`config.mk`:
```
export PLATFORM = sky130hd
export DESIGN_NAME = aos_sequencer
export DESIGN_NICKNAME = d
export VERILOG_FILES = /design/src/rtl/aos_pkg.sv /design/src/rtl/aos_link_if.sv /design/src/rtl/aos_frame.sv /design/src/rtl/aos_sequencer.sv
export VERILOG_INCLUDE_DIRS = /design/src /design/src/rtl
export SDC_FILE = /design/constraint.sdc
export NUM_CORES = 1
export LEC_CHECK = 0
export ABC_AREA = 1
export BUFFER_PORTS_ARGS = -buffer_cell sky130_fd_sc_hd__buf_4
export CORE_ASPECT_RATIO = 0.6
export CORE_MARGIN = 5
export CORE_UTILIZATION = 65
export CTS_BUF_LIST = sky130_fd_sc_hd__clkbuf_2
export DETAILED_ROUTE_END_ITERATION = 8
export GPL_TIMING_DRIVEN = 1
export HOLD_SLACK_MARGIN = 0.15
export PLACE_DENSITY = 0.9
export SYNTH_ARGS = -nofsm -noshare
export SYNTH_HDL_FRONTEND = slang
export SYNTH_HIERARCHICAL = 1
export SYNTH_SLANG_ARGS = --single-unit
```
`constraint.sdc`:
```
create_clock -name clock -period 5.7 [get_ports clock]
set_input_delay 0.57 -clock clock [delete_from_list [all_inputs] [get_ports clock]]
set_output_delay 0.57 -clock clock [all_outputs]
set_load 0.005 [all_outputs]
```
`src/rtl/aos_regs.svh`:
```
// constants for the adc operation sequencer
`ifndef AOS_REGS_SVH
`define AOS_REGS_SVH
// synchroniser reset levels: strobe, data, clock, frame sync, select
`define AOS_SYNC_IDLE    5'h1b
`define AOS_FRAME_BITS   5'h10
`define AOS_CMD_BITS     5'h04
`define AOS_CMD_CFG      4'ha
`define AOS_CMD_READ     4'he
`define AOS_CFG_MODE     6:5
`define AOS_CFG_STROBE   7
`define AOS_CFG_THR      1:0
`define AOS_FIFO_DEPTH   8
`define AOS_CLK_NS       10
`define AOS_OSC_KHZ      6500
`define AOS_CONV_CLKS    18
`define AOS_CONV_EXT_NS  15
`define AOS_CONV_CYC     ((`AOS_CONV_CLKS * 1000000 + \
   `AOS_OSC_KHZ * `AOS_CONV_EXT_NS + `AOS_OSC_KHZ * `AOS_CLK_NS - 1) / \
   (`AOS_OSC_KHZ * `AOS_CLK_NS))
`endif

```
`src/rtl/aos_pkg.sv`:
```
// types of the adc operation sequencer
package aos_pkg;
   typedef enum logic [2:0] {
      AOS_IDLE = 3'h1,
      AOS_CONV = 3'h2,
      AOS_DONE = 3'h4
   } aos_state_e;
   typedef enum logic [1:0] {
      AOS_ONESHOT = 2'h0,
      AOS_REPEAT  = 2'h1,
      AOS_SWEEP   = 2'h2,
      AOS_RSWEEP  = 2'h3
   } aos_mode_e;
   typedef logic [13:0] aos_data_t;
endpackage

```
`src/rtl/aos_link_if.sv`:
```
// frame engine to sequencer signals
interface aos_link_if;
   logic        cs_fall;
   logic        cs_n_s;
   logic        fs_rise;
   logic        sclk_rise;
   logic        sclk_fall;
   logic        sdi_s;
   logic [15:0] load_word;
   logic        frame_start;
   logic        cmd_valid;
   logic [3:0]  cmd;
   logic        frame_done;
   logic [15:0] word;
   logic        frame_act;
   logic        sdo_bit;
   modport engine (input cs_fall, cs_n_s, fs_rise, sclk_rise, sclk_fall,
                   sdi_s, load_word,
                   output frame_start, cmd_valid, cmd, frame_done, word,
                   frame_act, sdo_bit);
   modport seq (output cs_fall, cs_n_s, fs_rise, sclk_rise, sclk_fall,
                sdi_s, load_word,
                input frame_start, cmd_valid, cmd, frame_done, word,
                frame_act, sdo_bit);
endinterface

```
`src/rtl/aos_frame.sv`:
```
// serial frame engine: 16-bit shift in and out
`include "aos_regs.svh"
module aos_frame
   import aos_pkg::*;
(
   input wire logic   clock,
   input wire logic   reset,
   aos_link_if.engine lk
);
   logic        act_ff;
   logic [4:0]  cnt_ff;
   logic [15:0] sin_ff;
   logic [15:0] sout_ff;
   logic        last_bit;

   // frame opens on select fall, or frame sync rise while selected
   assign lk.frame_start = !act_ff && (lk.cs_fall ||
                           (lk.fs_rise && !lk.cs_n_s));
   assign last_bit = cnt_ff == (`AOS_FRAME_BITS - 5'h01);
   assign lk.frame_done = act_ff && lk.sclk_fall && last_bit;
   assign lk.cmd_valid = act_ff && lk.sclk_fall &&
                         cnt_ff == (`AOS_CMD_BITS - 5'h01);
   assign lk.cmd = {sin_ff[2:0], lk.sdi_s};
   assign lk.word = {sin_ff[14:0], lk.sdi_s};
   assign lk.frame_act = act_ff;
   assign lk.sdo_bit = sout_ff[15];

   always_ff @(posedge clock) begin
      if (reset) begin
         act_ff <= 1'b0;
      end else if (lk.frame_start) begin
         act_ff <= 1'b1;
      end else if (lk.frame_done || (lk.cs_n_s && !lk.fs_rise &&
                   lk.sclk_rise && cnt_ff == 5'h00)) begin
         act_ff <= 1'b0;
      end
   end

   always_ff @(posedge clock) begin
      if (reset || lk.frame_start) begin
         cnt_ff <= 5'h00;
         sin_ff <= 16'h0000;
      end else if (act_ff && lk.sclk_fall) begin
         cnt_ff <= cnt_ff + 5'h01;
         sin_ff <= {sin_ff[14:0], lk.sdi_s};
      end
   end

   // host samples on falling edges, so bit 15 is valid before the first
   always_ff @(posedge clock) begin
      if (reset) begin
         sout_ff <= 16'h0000;
      end else if (lk.frame_start) begin
         sout_ff <= lk.load_word;
      end else if (act_ff && lk.sclk_rise && cnt_ff != 5'h00) begin
         sout_ff <= {sout_ff[14:0], 1'b0};
      end
   end
endmodule

```
`src/rtl/aos_sequencer.sv`:
```
// operation-cycle sequencer of a serially controlled multichannel adc
`include "aos_regs.svh"
module aos_sequencer
   import aos_pkg::*;
(
   input  wire logic        clock,
   input  wire logic        reset,
   input  wire logic        cs_n,
   input  wire logic        frame_sync,
   input  wire logic        sclk,
   input  wire logic        serial_in,
   input  wire logic        conv_start_strobe_n,
   input  wire logic [13:0] adc_data,
   output logic             serial_out,
   output logic             serial_out_oe,
   output logic             eoc,
   output logic             int_n,
   output logic [2:0]       sample_chan
);
   localparam int NSYNC = 5;
   localparam logic [8:0] CONV_CYC = 9'(`AOS_CONV_CYC);
   // idle pin levels, so no false edge follows reset
   localparam logic [NSYNC-1:0] SYNC_IDLE = `AOS_SYNC_IDLE;

   aos_link_if lk ();

   logic [NSYNC-1:0] raw;
   logic [NSYNC-1:0] s1_ff;
   logic [NSYNC-1:0] s2_ff;
   logic [NSYNC-1:0] s3_ff;

   assign raw = {conv_start_strobe_n, serial_in, sclk, frame_sync, cs_n};

   genvar g;
   generate
      for (g = 0; g < NSYNC; g++) begin : g_sync
         always_ff @(posedge clock) begin
            if (reset) begin
               s1_ff[g] <= SYNC_IDLE[g];
               s2_ff[g] <= SYNC_IDLE[g];
               s3_ff[g] <= SYNC_IDLE[g];
            end else begin
               s1_ff[g] <= raw[g];
               s2_ff[g] <= s1_ff[g];
               s3_ff[g] <= s2_ff[g];
            end
         end
      end
   endgenerate

   logic strobe_rise;
   assign lk.cs_n_s    = s2_ff[0];
   assign lk.cs_fall   = s3_ff[0] && !s2_ff[0];
   assign lk.fs_rise   = !s3_ff[1] && s2_ff[1];
   assign lk.sclk_rise = !s3_ff[2] && s2_ff[2];
   assign lk.sclk_fall = s3_ff[2] && !s2_ff[2];
   assign lk.sdi_s     = s2_ff[3];
   assign strobe_rise  = !s3_ff[4] && s2_ff[4];

   aos_frame u_frame (
      .clock (clock),
      .reset (reset),
      .lk    (lk)
   );

   function automatic logic [3:0] thr_of(input logic [1:0] code);
      thr_of = 4'h8 - {1'b0, code, 1'b0};
   endfunction

   aos_state_e state_ff;
   aos_mode_e  mode_ff;
   logic       strobe_trig_ff;
   logic [1:0] thr_ff;
   aos_data_t  fifo_ff [`AOS_FIFO_DEPTH];
   logic [3:0] wr_ff;
   logic [3:0] rd_ff;
   aos_data_t  result_ff;
   logic       pending_ff;
   logic       spec_ff;
   logic       sess_ff;
   logic       kill_ff;
   logic       armed_ff;
   logic       run_ff;
   logic [8:0] cnt_ff;
   logic [2:0] chan_ff;
   logic       int_n_ff;

   logic       fifo_used;
   logic       is_cfg;
   logic       is_sel;
   logic       go;
   logic       restart;
   logic       conv_end;
   logic       run_full;

   assign fifo_used = mode_ff != AOS_ONESHOT;
   assign is_cfg = lk.frame_done && lk.word[15:12] == `AOS_CMD_CFG && !sess_ff;
   assign is_sel = lk.frame_done && !lk.word[15] && !sess_ff && !spec_ff;
   assign conv_end = state_ff == AOS_CONV && cnt_ff == 9'h000;
   assign run_full = wr_ff + 4'h1 == thr_of(thr_ff);

   // which event starts a conversion, and whether it opens a fresh run
   always_comb begin
      go = 1'b0;
      restart = 1'b0;
      if (state_ff != AOS_CONV) begin
         if (strobe_trig_ff && strobe_rise) begin
            unique case (mode_ff)
               AOS_ONESHOT: go = 1'b1;
               AOS_REPEAT, AOS_RSWEEP: begin
                  go = armed_ff;
                  restart = armed_ff && (pending_ff || !run_ff);
               end
               AOS_SWEEP: begin
                  go = armed_ff && !pending_ff;
                  restart = go && !run_ff;
               end
            endcase
         end else if (!strobe_trig_ff && is_sel) begin
            unique case (mode_ff)
               AOS_ONESHOT: go = 1'b1;
               AOS_REPEAT, AOS_RSWEEP: begin
                  go = 1'b1;
                  restart = pending_ff || !run_ff;
               end
               AOS_SWEEP: begin
                  go = !pending_ff;
                  restart = go && !run_ff;
               end
            endcase
         end
      end
   end

   always_ff @(posedge clock) begin
      if (reset) begin
         state_ff <= AOS_IDLE;
         cnt_ff <= 9'h000;
      end else if (go) begin
         state_ff <= AOS_CONV;
         cnt_ff <= CONV_CYC - 9'h001;
      end else if (conv_end) begin
         state_ff <= fifo_used && !run_full ? AOS_IDLE : AOS_DONE;
      end else if (state_ff == AOS_CONV) begin
         cnt_ff <= cnt_ff - 9'h001;
      end else if (is_cfg || lk.frame_start) begin
         state_ff <= AOS_IDLE;
      end
   end

   always_ff @(posedge clock) begin
      if (reset) begin
         mode_ff <= AOS_ONESHOT;
         strobe_trig_ff <= 1'b0;
         thr_ff <= 2'h0;
      end else if (is_cfg) begin
         mode_ff <= aos_mode_e'(lk.word[`AOS_CFG_MODE]);
         strobe_trig_ff <= lk.word[`AOS_CFG_STROBE];
         thr_ff <= lk.word[`AOS_CFG_THR];
      end
   end

   // results pending after a finished operation
   always_ff @(posedge clock) begin
      if (reset) begin
         pending_ff <= 1'b0;
         run_ff <= 1'b0;
      end else if (conv_end) begin
         pending_ff <= !fifo_used || run_full;
         run_ff <= fifo_used && !run_full;
      end else if (is_cfg) begin
         pending_ff <= 1'b0;
         run_ff <= 1'b0;
      end else if (go) begin
         pending_ff <= 1'b0;
         run_ff <= fifo_used;
      end else if (lk.cmd_valid && spec_ff && lk.cmd == `AOS_CMD_READ) begin
         pending_ff <= 1'b0;
      end else if (lk.frame_start && !fifo_used) begin
         pending_ff <= 1'b0;
      end
   end

   // arming: selects arm strobe runs; sweep needs a fresh arm period
   always_ff @(posedge clock) begin
      if (reset || is_cfg) begin
         armed_ff <= 1'b0;
      end else if (strobe_trig_ff && is_sel) begin
         armed_ff <= 1'b1;
      end else if (lk.cmd_valid && spec_ff && lk.cmd == `AOS_CMD_READ &&
                   mode_ff != AOS_RSWEEP) begin
         armed_ff <= mode_ff == AOS_ONESHOT;
      end else if (conv_end && run_full && mode_ff == AOS_SWEEP) begin
         armed_ff <= 1'b0;
      end
   end

   // speculative first-entry output and the fifo read session
   always_ff @(posedge clock) begin
      if (reset || is_cfg) begin
         spec_ff <= 1'b0;
         sess_ff <= 1'b0;
         kill_ff <= 1'b0;
         rd_ff <= 4'h0;
      end else if (lk.frame_start) begin
         spec_ff <= fifo_used && pending_ff && !sess_ff;
         kill_ff <= 1'b0;
         // entry rd_ff is loaded on this edge; point at the next one
         if (sess_ff) begin
            rd_ff <= rd_ff + 4'h1;
         end
      end else if (lk.cmd_valid && spec_ff) begin
         spec_ff <= 1'b0;
         if (lk.cmd == `AOS_CMD_READ) begin
            sess_ff <= 1'b1;
            rd_ff <= 4'h1;
         end else begin
            kill_ff <= 1'b1;
         end
      end else if (lk.frame_done && sess_ff && rd_ff >= wr_ff) begin
         sess_ff <= 1'b0;
         rd_ff <= 4'h0;
      end else if (!lk.frame_act && sess_ff && rd_ff >= wr_ff) begin
         sess_ff <= 1'b0;
         rd_ff <= 4'h0;
      end
   end

   // write side; reads and config writes never touch the converter
   always_ff @(posedge clock) begin
      if (reset || is_cfg) begin
         wr_ff <= 4'h0;
      end else if (go && restart) begin
         wr_ff <= 4'h0;
      end else if (conv_end && fifo_used) begin
         fifo_ff[wr_ff[2:0]] <= adc_data;
         wr_ff <= wr_ff + 4'h1;
      end else if (sess_ff && !lk.frame_act && rd_ff >= wr_ff) begin
         wr_ff <= 4'h0;
      end
   end

   always_ff @(posedge clock) begin
      if (reset) begin
         result_ff <= 14'h0000;
      end else if (conv_end && !fifo_used) begin
         result_ff <= adc_data;
      end
   end

   // channel: repeat keeps the selected one, sweeps step through
   always_ff @(posedge clock) begin
      if (reset) begin
         chan_ff <= 3'h0;
      end else if (is_sel && !run_ff && state_ff != AOS_CONV &&
                   (mode_ff == AOS_ONESHOT || mode_ff == AOS_REPEAT)) begin
         chan_ff <= lk.word[14:12];
      end else if (go && restart && mode_ff[1]) begin
         chan_ff <= 3'h0;
      end else if (conv_end && mode_ff[1]) begin
         chan_ff <= chan_ff + 3'h1;
      end
   end

   always_ff @(posedge clock) begin
      if (reset || is_cfg || go) begin
         int_n_ff <= 1'b1;
      end else if (conv_end && (!fifo_used || run_full)) begin
         int_n_ff <= 1'b0;
      end else if (lk.frame_start) begin
         int_n_ff <= 1'b1;
      end
   end

   assign lk.load_word = (fifo_used && pending_ff) || sess_ff ?
                         {2'h0, fifo_ff[rd_ff[2:0]]} :
                         {2'h0, result_ff};
   assign serial_out    = lk.sdo_bit;
   assign serial_out_oe = lk.frame_act && !kill_ff &&
                          (!fifo_used || spec_ff || sess_ff);
   assign eoc           = state_ff != AOS_CONV;
   assign int_n         = int_n_ff;
   assign sample_chan   = chan_ff;
endmodule

```
* After elaboration in Yosys (flattened, before gate mapping)
Memories as Yosys holds them, arrays and structs flattened. A register that Yosys moved wholly into a read port is not among the register bits. Index checks and enable logic that the tools add are counted.
Operators by class: $add $sub $neg 6, order comparisons 1, equal/unequal tests 17, multiplexer cells 58, bitwise logic cells 3, reduce and logical (&&, ||, !) cells 111
Operator list (count):
- $logic_and A1 B1 Y1 | 52
- $mux W16 | 2
- $mux W1 | 31
- $mux W4 | 7
- $mux W3 | 9
- $mux W9 | 3
- $logic_not A1 Y1 | 16
- $reduce_bool A2 Y1 | 8
- $reduce_bool A3 Y1 | 5
- $mux W14 | 1
- $logic_or A1 B1 Y1 | 12
- $reduce_and A2 Y1 | 5
- $reduce_bool A5 Y1 | 2
- $logic_not A9 Y1 | 1
- $sub A9 B1 Y9 const B | 1
- $add A4 B1 Y4 const B | 2
- $eq A4 B4 Y1 const B | 2
- $reduce_or A2 Y1 | 4
- $ne A2 B2 Y1 const B | 3
- $ne A3 B2 Y1 const B | 2
- $pmux W1 S2 | 3
- $reduce_and A3 Y1 | 2
- $add A5 B1 Y5 const B | 1
- $eq A5 B2 Y1 const B | 1
- 17 further kinds | 21
Word-level totals: register bits 100, bits in writable memories 112, input port bits 21, word-level logic and storage cells 233, memories kept 1
Memory list:
- fifo_ff | words 8, width 14, rd ports 1, clocked after Yosys merged registers in 1, write ports 1, RTL line aos_sequencer.sv:74 | aos_data_t fifo_ff [`AOS_FIFO_DEPTH];

* Logic depth before layout (Yosys ltp)
depth in word-level cells 15, gate-level depth with buffers 17

* Cells and area by module
The synthesis kept the hierarchy.
Modules (own cells, without submodules):
- aos_sequencer | instances 1, cells each 750, area each 7744.9 um^2
- aos_frame | instances 1, cells each 249, area each 1821.7 um^2

* Least setup slack after synthesis
No wires, ideal clock.
path kind reg-to-reg, start point register u_frame.cnt_ff[0], end point memory fifo_ff[4][0] in the netlist's numbering, enable pin, library setup time 0.384 ns, data arrival time 2.139 ns, data required time 5.316 ns, setup slack 3.176 ns, stages on the path, launching flop included 14, cells stage by stage dfxtp_1 > ha_1 > inv_1 > nor3_1 > ha_1 > nand2_1 > inv_1 > inv_1 > nor2_1 > nand3_2 > nand2_2 > nor2_4 > nand2_2 > nor2_1
Between the ends: cells in the longest elaborated chain, start to end 13, elaborated cells between the ends (all ways) 19
RTL lines:
- from (decl) | RTL line aos_frame.sv:11 | logic [4:0] cnt_ff;
- from (signal assigned) | RTL line aos_frame.sv:44 | cnt_ff <= cnt_ff + 5'h01;
- $eq A5 B4 Y1 * | RTL line aos_frame.sv:19 | assign last_bit = cnt_ff == (`AOS_FRAME_BITS - 5'h01);
- $logic_and A1 B1 Y1 * | RTL line aos_frame.sv:20 | assign lk.frame_done = act_ff && lk.sclk_fall && last_bit;
- via lk.frame_done | RTL line aos_link_if.sv:13 | logic frame_done;
- $logic_and A1 B1 Y1 (3 in series) | RTL line aos_sequencer.sv:98 | assign is_sel = lk.frame_done && !lk.word[15] && !sess_ff && !spec_ff;
- $logic_and A1 B1 Y1 | RTL line aos_sequencer.sv:119 | end else if (!strobe_trig_ff && is_sel) begin
- $mux W1 | RTL line aos_sequencer.sv:119
- $mux W1 | RTL line aos_sequencer.sv:107 | if (strobe_trig_ff && strobe_rise) begin
- $mux W1 | RTL line aos_sequencer.sv:106 | if (state_ff != AOS_CONV) begin
- $logic_and A1 B1 Y1 | RTL line aos_sequencer.sv:233 | end else if (go && restart) begin
- $mux W1 | RTL line aos_sequencer.sv:233
- $mux W1 * | RTL line aos_sequencer.sv:231 | if (reset || is_cfg) begin
- $mux W1 (implied by the code) * | RTL line aos_sequencer.sv:236 | fifo_ff[wr_ff[2:0]] <= adc_data;
- to (decl) | RTL line aos_sequencer.sv:74
The timed path passes the listed nets; every way through them passes the cells marked *.

* Worst setup path in the final report
start point register u_frame.act_ff, in the netlist u_frame/lk.frame_act, end point memory fifo_ff[5][0] in the netlist's numbering, enable pin
Between the ends: cells in the longest elaborated chain, start to end 13, elaborated cells between the ends (all ways) 19
RTL lines:
- from (decl) | RTL line aos_frame.sv:10 | logic act_ff;
- from (signal assigned) | RTL line aos_frame.sv:30 | act_ff <= 1'b0;
- from (signal assigned) | RTL line aos_frame.sv:32 | act_ff <= 1'b1;
- from (signal assigned) | RTL line aos_frame.sv:35 | act_ff <= 1'b0;
- $logic_and A1 B1 Y1 * (2 in series) | RTL line aos_frame.sv:20
- via lk.frame_done | RTL line aos_link_if.sv:13
- $logic_and A1 B1 Y1 (3 in series) | RTL line aos_sequencer.sv:98
- $logic_and A1 B1 Y1 | RTL line aos_sequencer.sv:119
- $mux W1 | RTL line aos_sequencer.sv:119
- $mux W1 | RTL line aos_sequencer.sv:107
- $mux W1 | RTL line aos_sequencer.sv:106
- $logic_and A1 B1 Y1 | RTL line aos_sequencer.sv:233
- $mux W1 | RTL line aos_sequencer.sv:233
- $mux W1 * | RTL line aos_sequencer.sv:231
- $mux W1 (implied by the code) * | RTL line aos_sequencer.sv:236
Marked as above.

==> impl_metrics.toml <==
[global_route]
grt-ovfl-total = 0
grt_max_degree = 85
grt_pass1_wl_um = 36400
antenna_found_initial = 1
grt_use_total_pct = 26.2
grt_pass1_vias = 7003

[critical_path]
crit_arrival_ns = 4.54
reg2reg_depth = 11
required_ns = 6.06
end_kind = "flop"
crit_chain = "nand2_1, clkinv_1, nand2_1, inv_1, inv_1, nor2_1, nand3_2, nand2_2, nor2_4, nand2_2, nor2_1"
reg2reg_setup_slack_ns = 1.53
r2r-end = "fifo_ff[5][0]$_DFFE_PP_"
max_stage_delay_ns = 0.99
cp_max_fo = 23
worstSetupStartpointType = "flop"
slowest_stage = "nor2_1"
critical_path_class = "flop to flop"
r2r-start = "u_frame/lk.frame_act$_SDFFE_PP0P_"

[cells_and_area]
finalNonFillerCells = 1284
drive_above_1_share_pct = 17.0
fillCellCount = 1009
multiInputGateArea_um2 = 3410
final_nets = 1084
post-route-util_pct = 71.7
diodes = 0
seqCellArea_um2 = 5430
syn_to_final_growth_pct = 8.63

[routing]
ant_nets = 0
wl_um = 22900
routed-via-count = 7462
drcViolationCount = 0
vias_per_cell = 5.81
first_iter_violations = 962
wl_per_cell_um = 17.8
dr.pass1.iters = 6

[clock_tree]
path_clk_slew_ns = 0.12
cts.sinks = 215
cts_tree = "done"
clockRootBuffer = "clkbuf_2"
clock_latency_ns = 0.77
cts_buffers = 47
h-tree-depth = 2
cts_buffer_depth = 3
postCtsSetupBuffers = 0

[job]
cap_violations = 0

[sta]
tightest_slew_ns = 1.28
relSlewSlack_pct = 14.3
setup_tns_ns = 0
post-route-min-period_ns = 4.17
finalClockSkew_ns = 0.0565
fmax_mhz = 240
grt_setup_unrepaired = "no"
setup_viol_count_final = 0
period_share_pct = 73.2
hold_violations = 0
maxSlewViolCount = 0

[die]
num_rows = 34
initial_core_util_pct = 66.0
die_h_um = 104
ios = 28
coreArea_um2 = 14500
die_area_um2 = 17300
die_w_um = 166

[synthesis]
synthCells = 997
syn_area_per_cell_um2 = 9.58
ys_warn_count = 6
netlist_area_um2 = 9550

[min_path]
min_to = "u_frame/sout_ff[1]$_SDFFE_PP0P_"
hold_start = "reset"
hold_depth = 2
hold_class = "input pin to flop"

[placement]
portBuffers = 27
routabilityCongestion = 0.920
dp_hpwl_um = 15300
dpl.cell_count = 1180

[power]
pwr-share-seq_pct = 61.6
clkPwrFrac_pct = 34.8
combPwrFrac_pct = 3.6
p_per_area_nw_per_um2 = 256
power.static_leakage_uw = 0.00394
p_int_uw = 1990
swShare_pct = 24.9
irDropWorstVdd_mv = 0.171
netSwitchingPower_uw = 660

[status]
status = "completed"
power by group through the flow:
stage | registers, uW | logic, uW | clock network, uW
after detailed placement | 1670 | 81.5 | 0
after CTS | 1630 | 92.4 | 927
after global routing | 1630 | 102 | 1020
after floorplan | 1670 | 46.7 | 0
final | 1630 | 95.1 | 923
after global placement | 1670 | 79.5 | 0
how the worst max path moves through the flow:
stage                                                  from                        to  slack [ns]  cells after the start
after floorplan              u_frame/cnt_ff[0]$_SDFFE_PP0P_   fifo_ff[4][0]$_DFFE_PP_        3.18                     13
after global placement                  s3_ff[2]$_SDFF_PP0_   fifo_ff[6][3]$_DFFE_PP_        1.81                     13
after detailed placement  u_frame/lk.frame_act$_SDFFE_PP0P_  fifo_ff[5][10]$_DFFE_PP_        1.65                     11
after CTS                 u_frame/lk.frame_act$_SDFFE_PP0P_   fifo_ff[5][0]$_DFFE_PP_        1.50                     11
after global routing      u_frame/lk.frame_act$_SDFFE_PP0P_  fifo_ff[5][12]$_DFFE_PP_        1.12                     11
final                     u_frame/lk.frame_act$_SDFFE_PP0P_   fifo_ff[5][0]$_DFFE_PP_        1.53                     11
sequential cells by signal, summed over array words and instances (netlist names), 5 cells and up, named ones only:
register and flops:
cnt_ff 9, u_frame/sout_ff 16, u_frame/cnt_ff 5, u_frame/sin_ff 15, fifo_ff 112, s1_ff 5, result_ff 14
what timing repair did:
item                      4_1_cts  5_1_grt
hold endpoints to repair      117        0
hold buffers                   19        0
resized for setup               0        0
worst max-delay path, delay by kind of cell, from the launching register on:
family / cells / cell delay [ns]
buffers and inverters: 3 / 0.77
DFF: 1 / 0.40
and+or+nand+nor: 8 / 2.62
through the flow:
step	worst slack [ns]	hold WS, ns	instance area [um^2]	power [uW]
after global placement	1.81	0.392	9770	1750
after detailed placement	1.65	0.393	9770	1750
after global routing	1.12	0.186	10400	2750
after floorplan	3.18	0.388	9560	1710
after CTS	1.50	0.177	10400	2650
final	1.53	0.220	10400	2650
routing by layer:
layer  global-route usage [%]  part of all wire (%)
met5                        0                 0.057
met4                     7.01                   1.8
met3                     11.2                    16
met2                     34.4                    41
met1                     39.5                    42
layout make-up:
cell class / instances / share of cell area (%)
multi-input combinational: 612 / 32.8
inverter: 126 / 4.58
clock buffer: 71 / 3.42
tap: 198 / 2.39
sequential: 215 / 52.3
timing repair buffer: 48 / 3.93
clock inverter: 14 / 0.543
cells in the final DEF (no fill, tap or decap), types with 3 or more instances in the layout:
cell             n
nor3_1           7
dfxtp_1        102
buf_4           29
nand2_4          6
inv_1          113
clkinv_2         3
nor2_4           3
nand4_1         12
nor3_2           5
nor2_2           3
a21oi_2         19
edfxtp_1       112
or2_2           14
o21ai_0         76
dlygate4sd3_1   19
clkinv_1        14
ha_1            13
clkbuf_2        71
nand2_2         12
nor2_1          59
mux2i_1         28
xor2_1           3
o211ai_1        28
nand3_1         71
a21oi_1         78
nand2_1        155
inv_2            9
Power figures use the tool's default switching activity.
